## config.mk

```make
export PLATFORM = sky130hd
export DESIGN_NAME = uart_serial_channel_one
export DESIGN_NICKNAME = d
export VERILOG_FILES = /design/src/rtl/uart1_pkg.sv /design/src/rtl/uart_serial_channel_one.sv /design/src/rtl/baud_reload_timer.sv /design/src/rtl/serial_frame_tx.sv
export VERILOG_INCLUDE_DIRS = /design/src /design/src/rtl
export SDC_FILE = /design/constraint.sdc
export NUM_CORES = 1
export LEC_CHECK = 0
export ABC_CLOCK_PERIOD_IN_PS = 2600
export BUFFER_PORTS_ARGS = -buffer_cell sky130_fd_sc_hd__buf_2
export CORE_MARGIN = 1
export CORE_UTILIZATION = 50
export CTS_CLUSTER_SIZE = 16
export DETAILED_ROUTE_END_ITERATION = 10
export GPL_TIMING_DRIVEN = 0
export PLACE_DENSITY_LB_ADDON = 0.3
export SLEW_MARGIN = 20
export SYNTH_ARGS = -nofsm -noshare
export SYNTH_HDL_FRONTEND = slang
export SYNTH_SLANG_ARGS = --single-unit
export TNS_END_PERCENT = 5
```

## constraint.sdc

```tcl
create_clock -name CORE_CLK -period 2.6 [get_ports CORE_CLK]
set_input_delay 0.13 -clock CORE_CLK [delete_from_list [all_inputs] [get_ports CORE_CLK]]
set_output_delay 0.13 -clock CORE_CLK [all_outputs]
set_load 0.005 [all_outputs]
```

## src/rtl/uart1_cfg.svh

```systemverilog
// offsets, field positions, reset values and timing counts of serial channel one
`ifndef UART1_CFG_SVH
`define UART1_CFG_SVH

// register indexes; byte address is four times the index
`define CTL_INDEX        8'h9B
`define BUF_INDEX        8'h9C
`define REL_INDEX        8'h9D

// control/status field positions
`define CTL_FMT_BIT      7
`define CTL_MP_BIT       5
`define CTL_REN_BIT      4
`define CTL_TB8_BIT      3
`define CTL_RB8_BIT      2
`define CTL_TI_BIT       1
`define CTL_RI_BIT       0

// reset values
`define CTL_RESET        8'h00
`define BUF_RESET        8'h00
`define REL_RESET        8'h00

// timing counts
`define SAMPLES_PER_BIT  16
`define DIV_LAST         4'hF
`define VOTE_FIRST       4'h7
`define VOTE_MID         4'h8
`define VOTE_LAST        4'h9
`define FRAME_LEN_8      4'hA
`define FRAME_LEN_9      4'hB
`define LAST_BIT_8       4'h9
`define LAST_BIT_9       4'hA
`define NINTH_BIT_POS    4'h9
`define COUNT_TOP        8'hFF

`endif

```

## src/rtl/uart1_pkg.sv

```systemverilog
// types shared by the serial channel one design
package uart1_pkg;

  typedef enum logic [1:0] {
    RX_IDLE = 2'b00,
    RX_BUSY = 2'b01
  } rx_state_type;

  typedef enum logic [1:0] {
    TX_IDLE = 2'b00,
    TX_SEND = 2'b01
  } tx_phase_type;

  typedef struct packed {
    logic       half;
    logic       running;
    logic [7:0] count;
    logic       tick;
  } baud_regs_type;

  typedef struct packed {
    tx_phase_type phase;
    logic [3:0]   div;
    logic [10:0]  shift;
    logic [3:0]   left;
    logic         line;
    logic         stop_pulse;
    logic         pend;
    logic [10:0]  pend_frame;
    logic [3:0]   pend_len;
  } tx_regs_type;

  typedef struct packed {
    logic         fmt;
    logic         mp;
    logic         ren;
    logic         tb8;
    logic         rb8;
    logic         ti;
    logic         ri;
    logic [7:0]   rx_buf;
    logic [7:0]   reload;
    logic         ack;
    logic [7:0]   rdata;
    logic         sync1;
    logic         sync2;
    logic         prev;
    rx_state_type rxs;
    logic [3:0]   div;
    logic [3:0]   bitn;
    logic [1:0]   votes;
    logic [7:0]   shift;
    logic         ninth;
  } channel_regs_type;

endpackage

```

## src/rtl/uart_serial_channel_one.sv

```systemverilog
// serial channel one: register slave, receiver, baud timer and transmitter
//
// Functional notes
// - eight-bit frame is start 0, eight data bits LSB first, stop 1.
// - eight-bit mode stores the received stop bit in the ninth-bit field.
// - a buffer write queues that byte; a later write before it starts replaces it.
// - reception starts on a start bit only while receive enable is set.
// - nine-bit mode receives nine data bits then stop; ninth bit is stored.
// - nine-bit frame is start, eight data LSB first, ninth bit, stop.
// - nine-bit transmitter sends the transmit-ninth-bit field as ninth data bit.
// - filter on in nine-bit mode: receive flag only when ninth bit is 1.
// - filter on in eight-bit mode: receive flag only with a high stop bit.
// - ninth-bit field holds ninth bit, or stop bit in eight-bit mode.
// - transmit flag set as the stop bit begins; cleared only by software.
// - receive flag set halfway through the stop bit; cleared only by software.
// - both flags are request outputs and stay readable for polling.
// - registers are byte wide; flags change only through whole-byte writes.
// - buffer write feeds the transmitter; buffer read returns a separate receive register.
// - baud timer is a free-running 8-bit up-counter at half the clock.
// - on overflow the baud timer reloads from the reload register.
// - the baud timer starts when software writes the reload register.
// - bit rate is clock divided by 32 times (256 minus reload).
// - frame is dropped if receive flag set or filter fails at final shift.
// - sixteen samples per bit; majority of states 7, 8, 9; bad start rejected.
`timescale 1ns/10ps
`include "uart1_cfg.svh"
module uart_serial_channel_one
  import uart1_pkg::*;
#(
  parameter int ADDR_WIDTH = 10
)
(
  input  wire logic                  CORE_CLK,            // 50 MHz core clock
  input  wire logic                  RST_N,               // async reset, active low
  input  wire logic [ADDR_WIDTH-1:0] AVS_ADDRESS,         // byte address
  input  wire logic                  AVS_READ,            // read request
  input  wire logic                  AVS_WRITE,           // write request
  input  wire logic [31:0]           AVS_WRITEDATA,       // write data, low byte used
  input  wire logic [3:0]            AVS_BYTEENABLE,      // lane 0 must be set to write
  output logic      [31:0]           AVS_READDATA,        // read data, upper bytes zero
  output logic                       AVS_WAITREQUEST,     // high while the request waits
  input  wire logic                  SERIAL_IN_LINE,      // receive line
  output logic                       SERIAL_OUT_LINE,     // transmit line
  output logic                       TRANSMIT_DONE_FLAG,  // transmit request level
  output logic                       RECEIVE_DONE_FLAG    // receive request level
);

  if (ADDR_WIDTH < 10)
  begin : g_addr_check
    $error("ADDR_WIDTH must hold the byte address of every register");
  end

  function automatic logic hits(input logic [ADDR_WIDTH-1:0] a, input logic [7:0] idx);
    hits = (a == ADDR_WIDTH'({idx, 2'b00}));
  endfunction

  function automatic logic majority(input logic a, input logic b, input logic c);
    majority = (a & b) | (a & c) | (b & c);
  endfunction

  channel_regs_type q;
  channel_regs_type d;

  logic       req;
  logic       wr_take;
  logic       wr_ctl;
  logic       wr_buf;
  logic       wr_rel;
  logic [7:0] wbyte;
  logic [7:0] ctl_view;
  logic       baud_tick;
  logic       tx_stop;
  logic       decide;
  logic       vote;
  logic       last_bit;
  logic       final_shift;
  logic       nine_val;
  logic       accept;

  // bus decode: each request waits exactly one cycle
  always_comb
  begin
    req      = AVS_READ | AVS_WRITE;
    wr_take  = AVS_WRITE & q.ack & AVS_BYTEENABLE[0];
    wbyte    = AVS_WRITEDATA[7:0];
    wr_ctl   = wr_take & hits(AVS_ADDRESS, `CTL_INDEX);
    wr_buf   = wr_take & hits(AVS_ADDRESS, `BUF_INDEX);
    wr_rel   = wr_take & hits(AVS_ADDRESS, `REL_INDEX);
    ctl_view = {q.fmt, 1'b0, q.mp, q.ren, q.tb8, q.rb8, q.ti, q.ri};
  end

  // receiver timing decode
  always_comb
  begin
    decide      = baud_tick && q.rxs == RX_BUSY && q.div == `VOTE_LAST;
    vote        = majority(q.votes[0], q.votes[1], q.sync2);
    last_bit    = (q.bitn == (q.fmt ? `LAST_BIT_8 : `LAST_BIT_9));
    final_shift = decide && last_bit;
    nine_val    = q.fmt ? vote : q.ninth;
    accept      = final_shift && !q.ri && (!q.mp || nine_val);
  end

  always_comb
  begin
    d     = q;
    d.ack = req & ~q.ack;
    if (req && !q.ack)
    begin
      if (hits(AVS_ADDRESS, `CTL_INDEX))
        d.rdata = ctl_view;
      else if (hits(AVS_ADDRESS, `BUF_INDEX))
        d.rdata = q.rx_buf;
      else if (hits(AVS_ADDRESS, `REL_INDEX))
        d.rdata = q.reload;
      else
        d.rdata = 8'h00;
    end

    if (wr_ctl)
    begin
      d.fmt = wbyte[`CTL_FMT_BIT];
      d.mp  = wbyte[`CTL_MP_BIT];
      d.ren = wbyte[`CTL_REN_BIT];
      d.tb8 = wbyte[`CTL_TB8_BIT];
      d.rb8 = wbyte[`CTL_RB8_BIT];
      d.ti  = wbyte[`CTL_TI_BIT];
      d.ri  = wbyte[`CTL_RI_BIT];
    end
    if (wr_rel)
      d.reload = wbyte;

    // hardware set wins over a software clear in the same cycle
    if (tx_stop)
      d.ti = 1'b1;

    // line synchroniser
    d.sync1 = SERIAL_IN_LINE;
    d.sync2 = q.sync1;
    d.prev  = q.sync2;

    unique case (q.rxs)
      RX_IDLE:
      begin
        if (q.ren && q.prev && !q.sync2)
        begin
          d.rxs  = RX_BUSY;
          d.div  = 4'h0;
          d.bitn = 4'h0;
        end
      end
      RX_BUSY:
      begin
        if (baud_tick)
        begin
          d.div = q.div + 4'h1;
          if (q.div == `VOTE_FIRST)
            d.votes[0] = q.sync2;
          if (q.div == `VOTE_MID)
            d.votes[1] = q.sync2;
          if (q.div == `DIV_LAST)
            d.bitn = q.bitn + 4'h1;
        end
        if (decide)
        begin
          if (q.bitn == 4'h0 && vote)
            d.rxs = RX_IDLE;
          else if (last_bit)
          begin
            d.rxs = RX_IDLE;
            if (accept)
            begin
              d.rx_buf = q.shift;
              d.rb8    = nine_val;
              d.ri     = 1'b1;
            end
          end
          else if (q.bitn == `NINTH_BIT_POS)
            d.ninth = vote;
          else if (q.bitn != 4'h0)
            d.shift = {vote, q.shift[7:1]};
        end
      end
      default:
      begin
        d.rxs = RX_IDLE;
      end
    endcase
  end

  always_ff @(posedge CORE_CLK or negedge RST_N)
  begin
    if (!RST_N)
    begin
      q       <= '0;
      q.sync1 <= 1'b1;
      q.sync2 <= 1'b1;
      q.prev  <= 1'b1;
    end
    else
      q <= d;
  end

  baud_reload_timer u_baud (
    .clk           (CORE_CLK),
    .rst_n         (RST_N),
    .reload_value  (d.reload),
    .reload_write  (wr_rel),
    .overflow_tick (baud_tick)
  );

  serial_frame_tx u_tx (
    .clk         (CORE_CLK),
    .rst_n       (RST_N),
    .tick16      (baud_tick),
    .load        (wr_buf),
    .load_data   (wbyte),
    .eight_bit   (q.fmt),
    .ninth_value (q.tb8),
    .line_out    (SERIAL_OUT_LINE),
    .stop_begin  (tx_stop)
  );

  assign AVS_WAITREQUEST    = req & ~q.ack;
  assign AVS_READDATA       = {24'h00_0000, q.rdata};
  assign TRANSMIT_DONE_FLAG = q.ti;
  assign RECEIVE_DONE_FLAG  = q.ri;
endmodule

```

## src/rtl/baud_reload_timer.sv

```systemverilog
// free-running 8-bit reload timer at half the core clock, one tick per overflow
`timescale 1ns/10ps
`include "uart1_cfg.svh"
module baud_reload_timer
  import uart1_pkg::*;
(
  input  wire logic       clk,           // core clock
  input  wire logic       rst_n,         // async reset, active low
  input  wire logic [7:0] reload_value,  // reload value being written
  input  wire logic       reload_write,  // software writes the reload register
  output logic            overflow_tick  // one-cycle pulse per overflow
);

  baud_regs_type q;
  baud_regs_type d;

  always_comb
  begin
    d      = q;
    d.tick = 1'b0;
    if (q.running)
    begin
      d.half = ~q.half;
      if (q.half)
      begin
        if (q.count == `COUNT_TOP)
        begin
          d.count = reload_value;
          d.tick  = 1'b1;
        end
        else
        begin
          d.count = q.count + 8'h01;
        end
      end
    end
    if (reload_write)
    begin
      d.running = 1'b1;
      d.count   = reload_value;
      d.half    = 1'b0;
    end
  end

  always_ff @(posedge clk or negedge rst_n)
  begin
    if (!rst_n)
      q <= '0;
    else
      q <= d;
  end

  assign overflow_tick = q.tick;
endmodule

```

## src/rtl/serial_frame_tx.sv

```systemverilog
// transmitter: frames start on a divide-by-16 rollover, one bit per sixteen ticks
`timescale 1ns/10ps
`include "uart1_cfg.svh"
module serial_frame_tx
  import uart1_pkg::*;
(
  input  wire logic       clk,          // core clock
  input  wire logic       rst_n,        // async reset, active low
  input  wire logic       tick16,       // sixteen-times bit rate tick
  input  wire logic       load,         // buffer write, one-cycle pulse
  input  wire logic [7:0] load_data,    // byte to send
  input  wire logic       eight_bit,    // 1: ten-bit frame, 0: eleven-bit frame
  input  wire logic       ninth_value,  // ninth bit for eleven-bit frames
  output logic            line_out,     // serial output line
  output logic            stop_begin    // one-cycle pulse as the stop bit begins
);

  tx_regs_type q;
  tx_regs_type d;
  logic        roll;

  always_comb
  begin
    d            = q;
    d.stop_pulse = 1'b0;
    roll         = tick16 && (q.div == `DIV_LAST);
    if (tick16)
      d.div = q.div + 4'h1;
    if (roll)
    begin
      if (q.phase == TX_SEND && q.left != 4'h0)
      begin
        d.line       = q.shift[0];
        d.shift      = {1'b0, q.shift[10:1]};
        d.left       = q.left - 4'h1;
        d.stop_pulse = (q.left == 4'h1);
      end
      else if (q.pend)
      begin
        d.phase = TX_SEND;
        d.line  = q.pend_frame[0];
        d.shift = {1'b0, q.pend_frame[10:1]};
        d.left  = q.pend_len - 4'h1;
        d.pend  = 1'b0;
      end
      else
      begin
        d.phase = TX_IDLE;
        d.line  = 1'b1;
      end
    end
    if (load)
    begin
      d.pend       = 1'b1;
      d.pend_frame = eight_bit ? {2'b11, load_data, 1'b0}
                               : {1'b1, ninth_value, load_data, 1'b0};
      d.pend_len   = eight_bit ? `FRAME_LEN_8 : `FRAME_LEN_9;
    end
  end

  always_ff @(posedge clk or negedge rst_n)
  begin
    if (!rst_n)
    begin
      q      <= '0;
      q.line <= 1'b1;
    end
    else
      q <= d;
  end

  assign line_out   = q.line;
  assign stop_begin = q.stop_pulse;
endmodule

```

==> results of run 1 <==
[power by group through the flow]
stage	sequential [mW]	combinational [mW]	clock, mW
2_1_floorplan	1.60	0.100	0
3_3_place_gp	1.60	0.171	0
3_5_place_dp	1.60	0.180	0
4_1_cts	1.57	0.182	1.07
5_1_grt	1.57	0.207	1.11
6_report	1.57	0.181	1.04
[worst paths after layout]
path / to / slack, ns / depth (start not counted)
min: u_tx.q[11] / 0.02 / 2
min reg2reg: d[21] / 0.36 / 0
max reg2reg: u_tx.q[26] / 0.26 / 7
max in group asynchronous: q[21] / 1.75 / 3
max: u_tx.q[26] / 0.26 / 7
min in group asynchronous: u_tx.q[27] / 0.17 / 2
[per-stage QoR]
step,std cells,hold slack [ns]
final,671,0.0194
after global routing,671,0.0109
after CTS,671,0.000420
after floorplan,484,-0.166
after global placement,652,0.235
after detailed placement,653,-0.00781
[cells by family after synthesis]
family / Yosys count
compound gates: 94
xor+xnor: 6
fa+ha+maj: 13
buf+inv: 63
flops: 99
mux: 58
other cells: 1
simple gates: 127
[sequential cells by signal, summed over array words and instances (netlist names)]
name                  flops
AVS_READDATA              8
RECEIVE_DONE_FLAG         1
TRANSMIT_DONE_FLAG        1
ctl_view                  5
d                         2
q                        38
u_baud.overflow_tick      1
u_baud.q                 10
u_tx.line_out             1
u_tx.q                   31
u_tx.stop_begin           1
[cells in the mapped netlist, types with 4 or more instances]
cell      count
dfrtp_1      95
o21ai_0      52
mux2_2       43
nand2_1      37
buf_4        33
nand3_1      19
inv_1        15
mux2i_1      15
nor2_1       14
clkbuf_1     12
ha_1         12
a22oi_1       8
nor3_1        8
a21oi_1       7
nand4_1       7
nor2b_1       6
o31ai_1       5
and2_1        4
dfstp_2       4
nand2b_1      4
[layer usage]
| metal | vias to the layer above | global-route usage | share of wire |
|---|---|---|---|
| met3 | 14 | 0.0417 | 0.033 |
| met1 | 1732 | 0.285 | 0.46 |
| met5 | - | 0 | 0 |
| li1 | 1735 | - | - |
| met2 | 62 | 0.336 | 0.48 |
| met4 | 0 | 0.0824 | 0.018 |
[worst max-delay path: cells and delay by family (launching register included)]
family                   cells  cell delay (ns)
AND/OR/NAND/NOR              2             0.72
buffers and inverters        2             0.40
AO/OA/AOI/OAI                2             0.44
adder cells (fa/ha/maj)      1             0.19
flip-flops                   1             0.45
[final cells by class]
| cell class | count | area share |
|---|---|---|
| buffer | 48 | 0.0541 |
| clock buffer | 12 | 0.0273 |
| clock inverter | 4 | 0.00968 |
| inverter | 15 | 0.00990 |
| multi-input combinational | 322 | 0.393 |
| sequential | 99 | 0.436 |
| tap | 133 | 0.0293 |
| timing repair buffer | 38 | 0.0403 |
[timing repair]
| item | CTS | global route |
|---|---|---|
| hold endpoints to repair | 96 | 0 |
| hold buffers | 2 | 0 |
| setup buffers | 0 | 0 |
| gates resized for setup | 0 | 1 |
| setup endpoints to repair | 0 | 8 |
==> results.sh, run 1 <==
export IMPL_dieArea_um2=10400
export IMPL_swShare=0.234
export IMPL_synthTopCellsByArea="dfrtp_1, mux2_2, o21ai_0"
export IMPL_status="finished clean"
export IMPL_synthArstFlopShare=1.00
export IMPL_totalWireLength_mm=10.0
export IMPL_end_kind="flop"
export IMPL_syn_mean_instance_area_um2=10.8
export IMPL_synth_ff_type="dfrtp_1"
export IMPL_setup_violations=0
export IMPL_place_congestion=0.891
export IMPL_ys_ff_latch=99
export IMPL_syn_to_final_growth_pct=13.9
export IMPL_clock_skew_ns=0.00999
export IMPL_placed_area_um2=5450
export IMPL_synth_top_family_by_area="simple AND/OR/NAND/NOR gates"
export IMPL_synth_simple_area_share=0.142
export IMPL_io_buffers=35
export IMPL_synth_mux_area_frac=0.127
export IMPL_peakVddDrop_uv=309
export IMPL_drtIter0Drc=112
export IMPL_fillers=850
export IMPL_cp_cell_sequence="inv_1 > ha_1 > or3b_2 > a21oi_2 > or2_2 > clkbuf_1 > o21ai_0"
export IMPL_finalHoldViolations=0
export IMPL_yosysTopAreaCell="dfrtp_1"
export IMPL_cp_slowest_cell="or3b_2"
export IMPL_num_vias=3543
export IMPL_final_util=0.585
export IMPL_synth_cells=461
export IMPL_insertion_delay_ns=0.37
export IMPL_required_ns=2.83
export IMPL_cts_buffers=9
export IMPL_grt_usage=0.211
export IMPL_pwr_share_seq=0.563
export IMPL_hpwl_mm=7.32
export IMPL_total_power_mw=2.79
export IMPL_route_detailed_drc=0
export IMPL_grt_start_max_net_pins=79
export IMPL_die_w_um=102
export IMPL_slew_violations=0
export IMPL_finalSetupTns_ns=0
export IMPL_drive_above_1_share=0.275
export IMPL_synth_compound_area_share=0.118
export IMPL_grt_pass1_vias=3394
export IMPL_cts_root_buffer="clkbuf_8"
export IMPL_grt_pass1_wl_mm=16.6
export IMPL_via_per_inst=5.28
export IMPL_clockPowerShare=0.372
export IMPL_rr_startpoint="u_tx.q[18]"
export IMPL_final_area_um2=5690
export IMPL_critical_path_class="flop to flop"
export IMPL_rsz0062_at_grt="no"
export IMPL_die_h_um=102
export IMPL_final_net_count=596
export IMPL_arrival_ns=2.57
export IMPL_setup_slack_ns=0.259
export IMPL_max_clock_freq_mhz=427
export IMPL_yosysTopAreaCellShare=0.476
export IMPL_diodes=0
export IMPL_maxSlewHeadroom=0.498
export IMPL_overflow=0
export IMPL_clock_sinks=99
export IMPL_synth_edf_count=0
export IMPL_drv_cap=0
export IMPL_synth_xor_area_share=0.0105
export IMPL_cts_tree="built"
export IMPL_tightest_slew_ns=0.752
export IMPL_p_comb_frac=0.065
export IMPL_power_density_nw_per_um2=491
export IMPL_synthAdderAreaFrac=0.0321
export IMPL_final_seq_area_um2=2480
export IMPL_internal_power_mw=2.14
export IMPL_period_share=0.900
export IMPL_pre_cts_ws_ns=0.146
export IMPL_start_kind="flop"
export IMPL_htree_levels=3
export IMPL_antenna_found_initial=0
export IMPL_core_rowCount=36
export IMPL_start_util=0.513
export IMPL_layout_commonest_cell="dfrtp_1"
export IMPL_min_path_type="input pin to flop"
export IMPL_clk_pin_slew_ns=0.09
export IMPL_io_pins=87
export IMPL_post_drt_wl_per_cell_um=15.0
export IMPL_cts_path_max_buffers=2
export IMPL_min_from="AVS_WRITEDATA[6]"
export IMPL_core_area_um2=9730
export IMPL_multi_input_area_um2=2240
export IMPL_startpoint="u_tx.q[18]"
export IMPL_yosysWarnings=0
export IMPL_ys_seq_area_frac=0.497
export IMPL_drt_pass1_iterations=4
export IMPL_synth_cell_type_count=58
export IMPL_layout_common_cells="dfrtp_1, o21ai_0, mux2_2, buf_2, nand2_1"
export IMPL_critPathMaxFanout=10
export IMPL_syn_area_um2=4990
export IMPL_slowest_delay_ns=0.50
export IMPL_p_leak_nw=2.73
export IMPL_drtAntennaViolNets=0
export IMPL_p_switching_uw=653
export IMPL_min_period_ns=2.34
Power figures use the tool's default switching activity.
==> run 2: changes to the inputs <==
HOLD_SLACK_MARGIN = 0.15   (was not set)
==> results.sh, run 2 (synthesis results as in run 1) <==
export IMPL_status="finished clean"
export IMPL_layout_commonest_cell="dfrtp_1"
export IMPL_clk_pin_slew_ns=0.09
export IMPL_max_clock_freq_mhz=426
export IMPL_hpwl_mm=7.32
export IMPL_largestRegisters="q x38, u_tx.q x31, u_baud.q x10"
export IMPL_grt_start_max_net_pins=79
export IMPL_tightest_slew_ns=0.757
export IMPL_slowest_delay_ns=0.50
export IMPL_cp_slowest_cell="or3b_2"
export IMPL_grt_pass1_vias=3441
export IMPL_largest_reg_flops=38
export IMPL_pre_cts_ws_ns=0.146
export IMPL_placed_area_um2=5450
export IMPL_end_kind="flop"
export IMPL_layout_common_cells="dfrtp_1, o21ai_0, mux2_2, buf_2, nand2_1"
export IMPL_maxSlewHeadroom=0.496
export IMPL_final_util=0.593
export IMPL_dieArea_um2=10400
export IMPL_cts_tree="built"
export IMPL_crit_family="simple AND/OR/NAND/NOR gates"
export IMPL_die_h_um=102
export IMPL_num_vias=3582
export IMPL_io_buffers=35
export IMPL_required_ns=2.83
export IMPL_drtAntennaViolNets=0
export IMPL_drv_cap=0
export IMPL_clock_sinks=99
export IMPL_core_area_um2=9730
export IMPL_drt_pass1_iterations=4
export IMPL_rsz0062_at_grt="no"
export IMPL_grt_pass1_wl_mm=16.8
export IMPL_arrival_ns=2.58
export IMPL_peakVddDrop_uv=310
export IMPL_htree_levels=3
export IMPL_cts_root_buffer="clkbuf_8"
export IMPL_die_w_um=102
export IMPL_finalSetupTns_ns=0
export IMPL_overflow=0
export IMPL_syn_to_final_growth_pct=15.5
export IMPL_finalHoldViolations=0
export IMPL_start_util=0.513
export IMPL_core_rowCount=36
export IMPL_min_path_type="input pin to asynchronous set/reset pin"
export IMPL_antenna_found_initial=0
export IMPL_totalWireLength_mm=10.2
export IMPL_cp_num_buf_inv=2
export IMPL_drtIter0Drc=135
export IMPL_slew_violations=0
export IMPL_cts_buffers=9
export IMPL_route_detailed_drc=0
export IMPL_grt_usage=0.214
export IMPL_period_share=0.903
export IMPL_post_drt_wl_per_cell_um=15.0
export IMPL_drive_above_1_share=0.271
export IMPL_critPathMaxFanout=10
export IMPL_wl_met1_mm=4.71
export IMPL_dr_wl_met3_um=301
export IMPL_start_kind="flop"
export IMPL_setup_slack_ns=0.252
export IMPL_setup_violations=0
export IMPL_regMostFlops="q"
export IMPL_via_per_inst=5.28
export IMPL_met2_length_mm=4.97
export IMPL_cts_path_max_buffers=2
export IMPL_power_density_nw_per_um2=486
export IMPL_top_layer="met4"
export IMPL_io_pins=87
export IMPL_p_leak_nw=2.76
export IMPL_final_area_um2=5770
export IMPL_total_power_mw=2.80
export IMPL_final_net_count=604
export IMPL_insertion_delay_ns=0.37
export IMPL_diodes=0
export IMPL_critical_path_class="flop to flop"
export IMPL_place_congestion=0.891
export IMPL_min_period_ns=2.35
export IMPL_clock_skew_ns=0.00860
export IMPL_cp_cell_sequence="inv_1 > ha_1 > or3b_2 > a21oi_2 > or2_2 > clkbuf_1 > o21ai_0"
-- run 2: area by class of cell --
class / count / area [um^2]
Buffer: 48 / 308
Clock buffer: 12 / 155
Clock inverter: 4 / 55.1
Fill cell: 839 / 3960
Inverter: 15 / 56.3
Multi-Input combinational cell: 322 / 2240
Sequential cell: 99 / 2480
Tap cell: 133 / 166
Timing Repair Buffer: 46 / 309
-- run 2: worst paths after layout --
check | start | end | slack (ns) | cells past startpoint
setup / recovery | u_tx.q[18] | u_tx.q[26] | 0.25 | 7
hold / removal | RST_N | u_tx.q[27] | 0.17 | 2
setup reg to reg | u_tx.q[18] | u_tx.q[26] | 0.25 | 7
hold reg to reg | d[22] | d[21] | 0.36 | 0
max in group asynchronous | RST_N | q[21] | 1.75 | 3
min in group CORE_CLK | AVS_ADDRESS[2] | u_baud.q[10] | 0.24 | 4
-- run 2: per-stage QoR --
stage | hold slack (ns) | cells
2_1_floorplan | -0.166 | 484
3_3_place_gp | 0.235 | 652
3_5_place_dp | -0.00781 | 653
4_1_cts | 0.156 | 679
5_1_grt | 0.191 | 679
6_report | 0.172 | 679
-- run 2: per-layer routing --
metal / GRT usage / vias up
met3: 0.0397 / 15
met5: 0 / -
met2: 0.346 / 67
met4: 0.0835 / 0
li1: - / 1758
met1: 0.288 / 1742
-- run 2: worst reg2reg max path: stages, from the launching register on --
cell and delay, ns:
dfrtp_1 0.45, inv_1 0.08, ha_1 0.19, or3b_2 0.50, a21oi_2 0.28, or2_2 0.23
clkbuf_1 0.33, o21ai_0 0.17
-- run 2: power by group --
group / switching (mW) / leakage [nW] / internal, mW / total [mW]
registers: 0.0152 / 1.32 / 1.56 / 1.57
clock network: 0.534 / 0.104 / 0.505 / 1.04
logic: 0.106 / 1.34 / 0.0845 / 0.191
-- run 2: timing repair --
item | CTS | global route
buffers inserted | 0 | 0
hold endpoints to repair | 127 | 0
hold buffers | 10 | 0
gates resized for setup | 0 | 1
setup endpoints to repair | 0 | 8
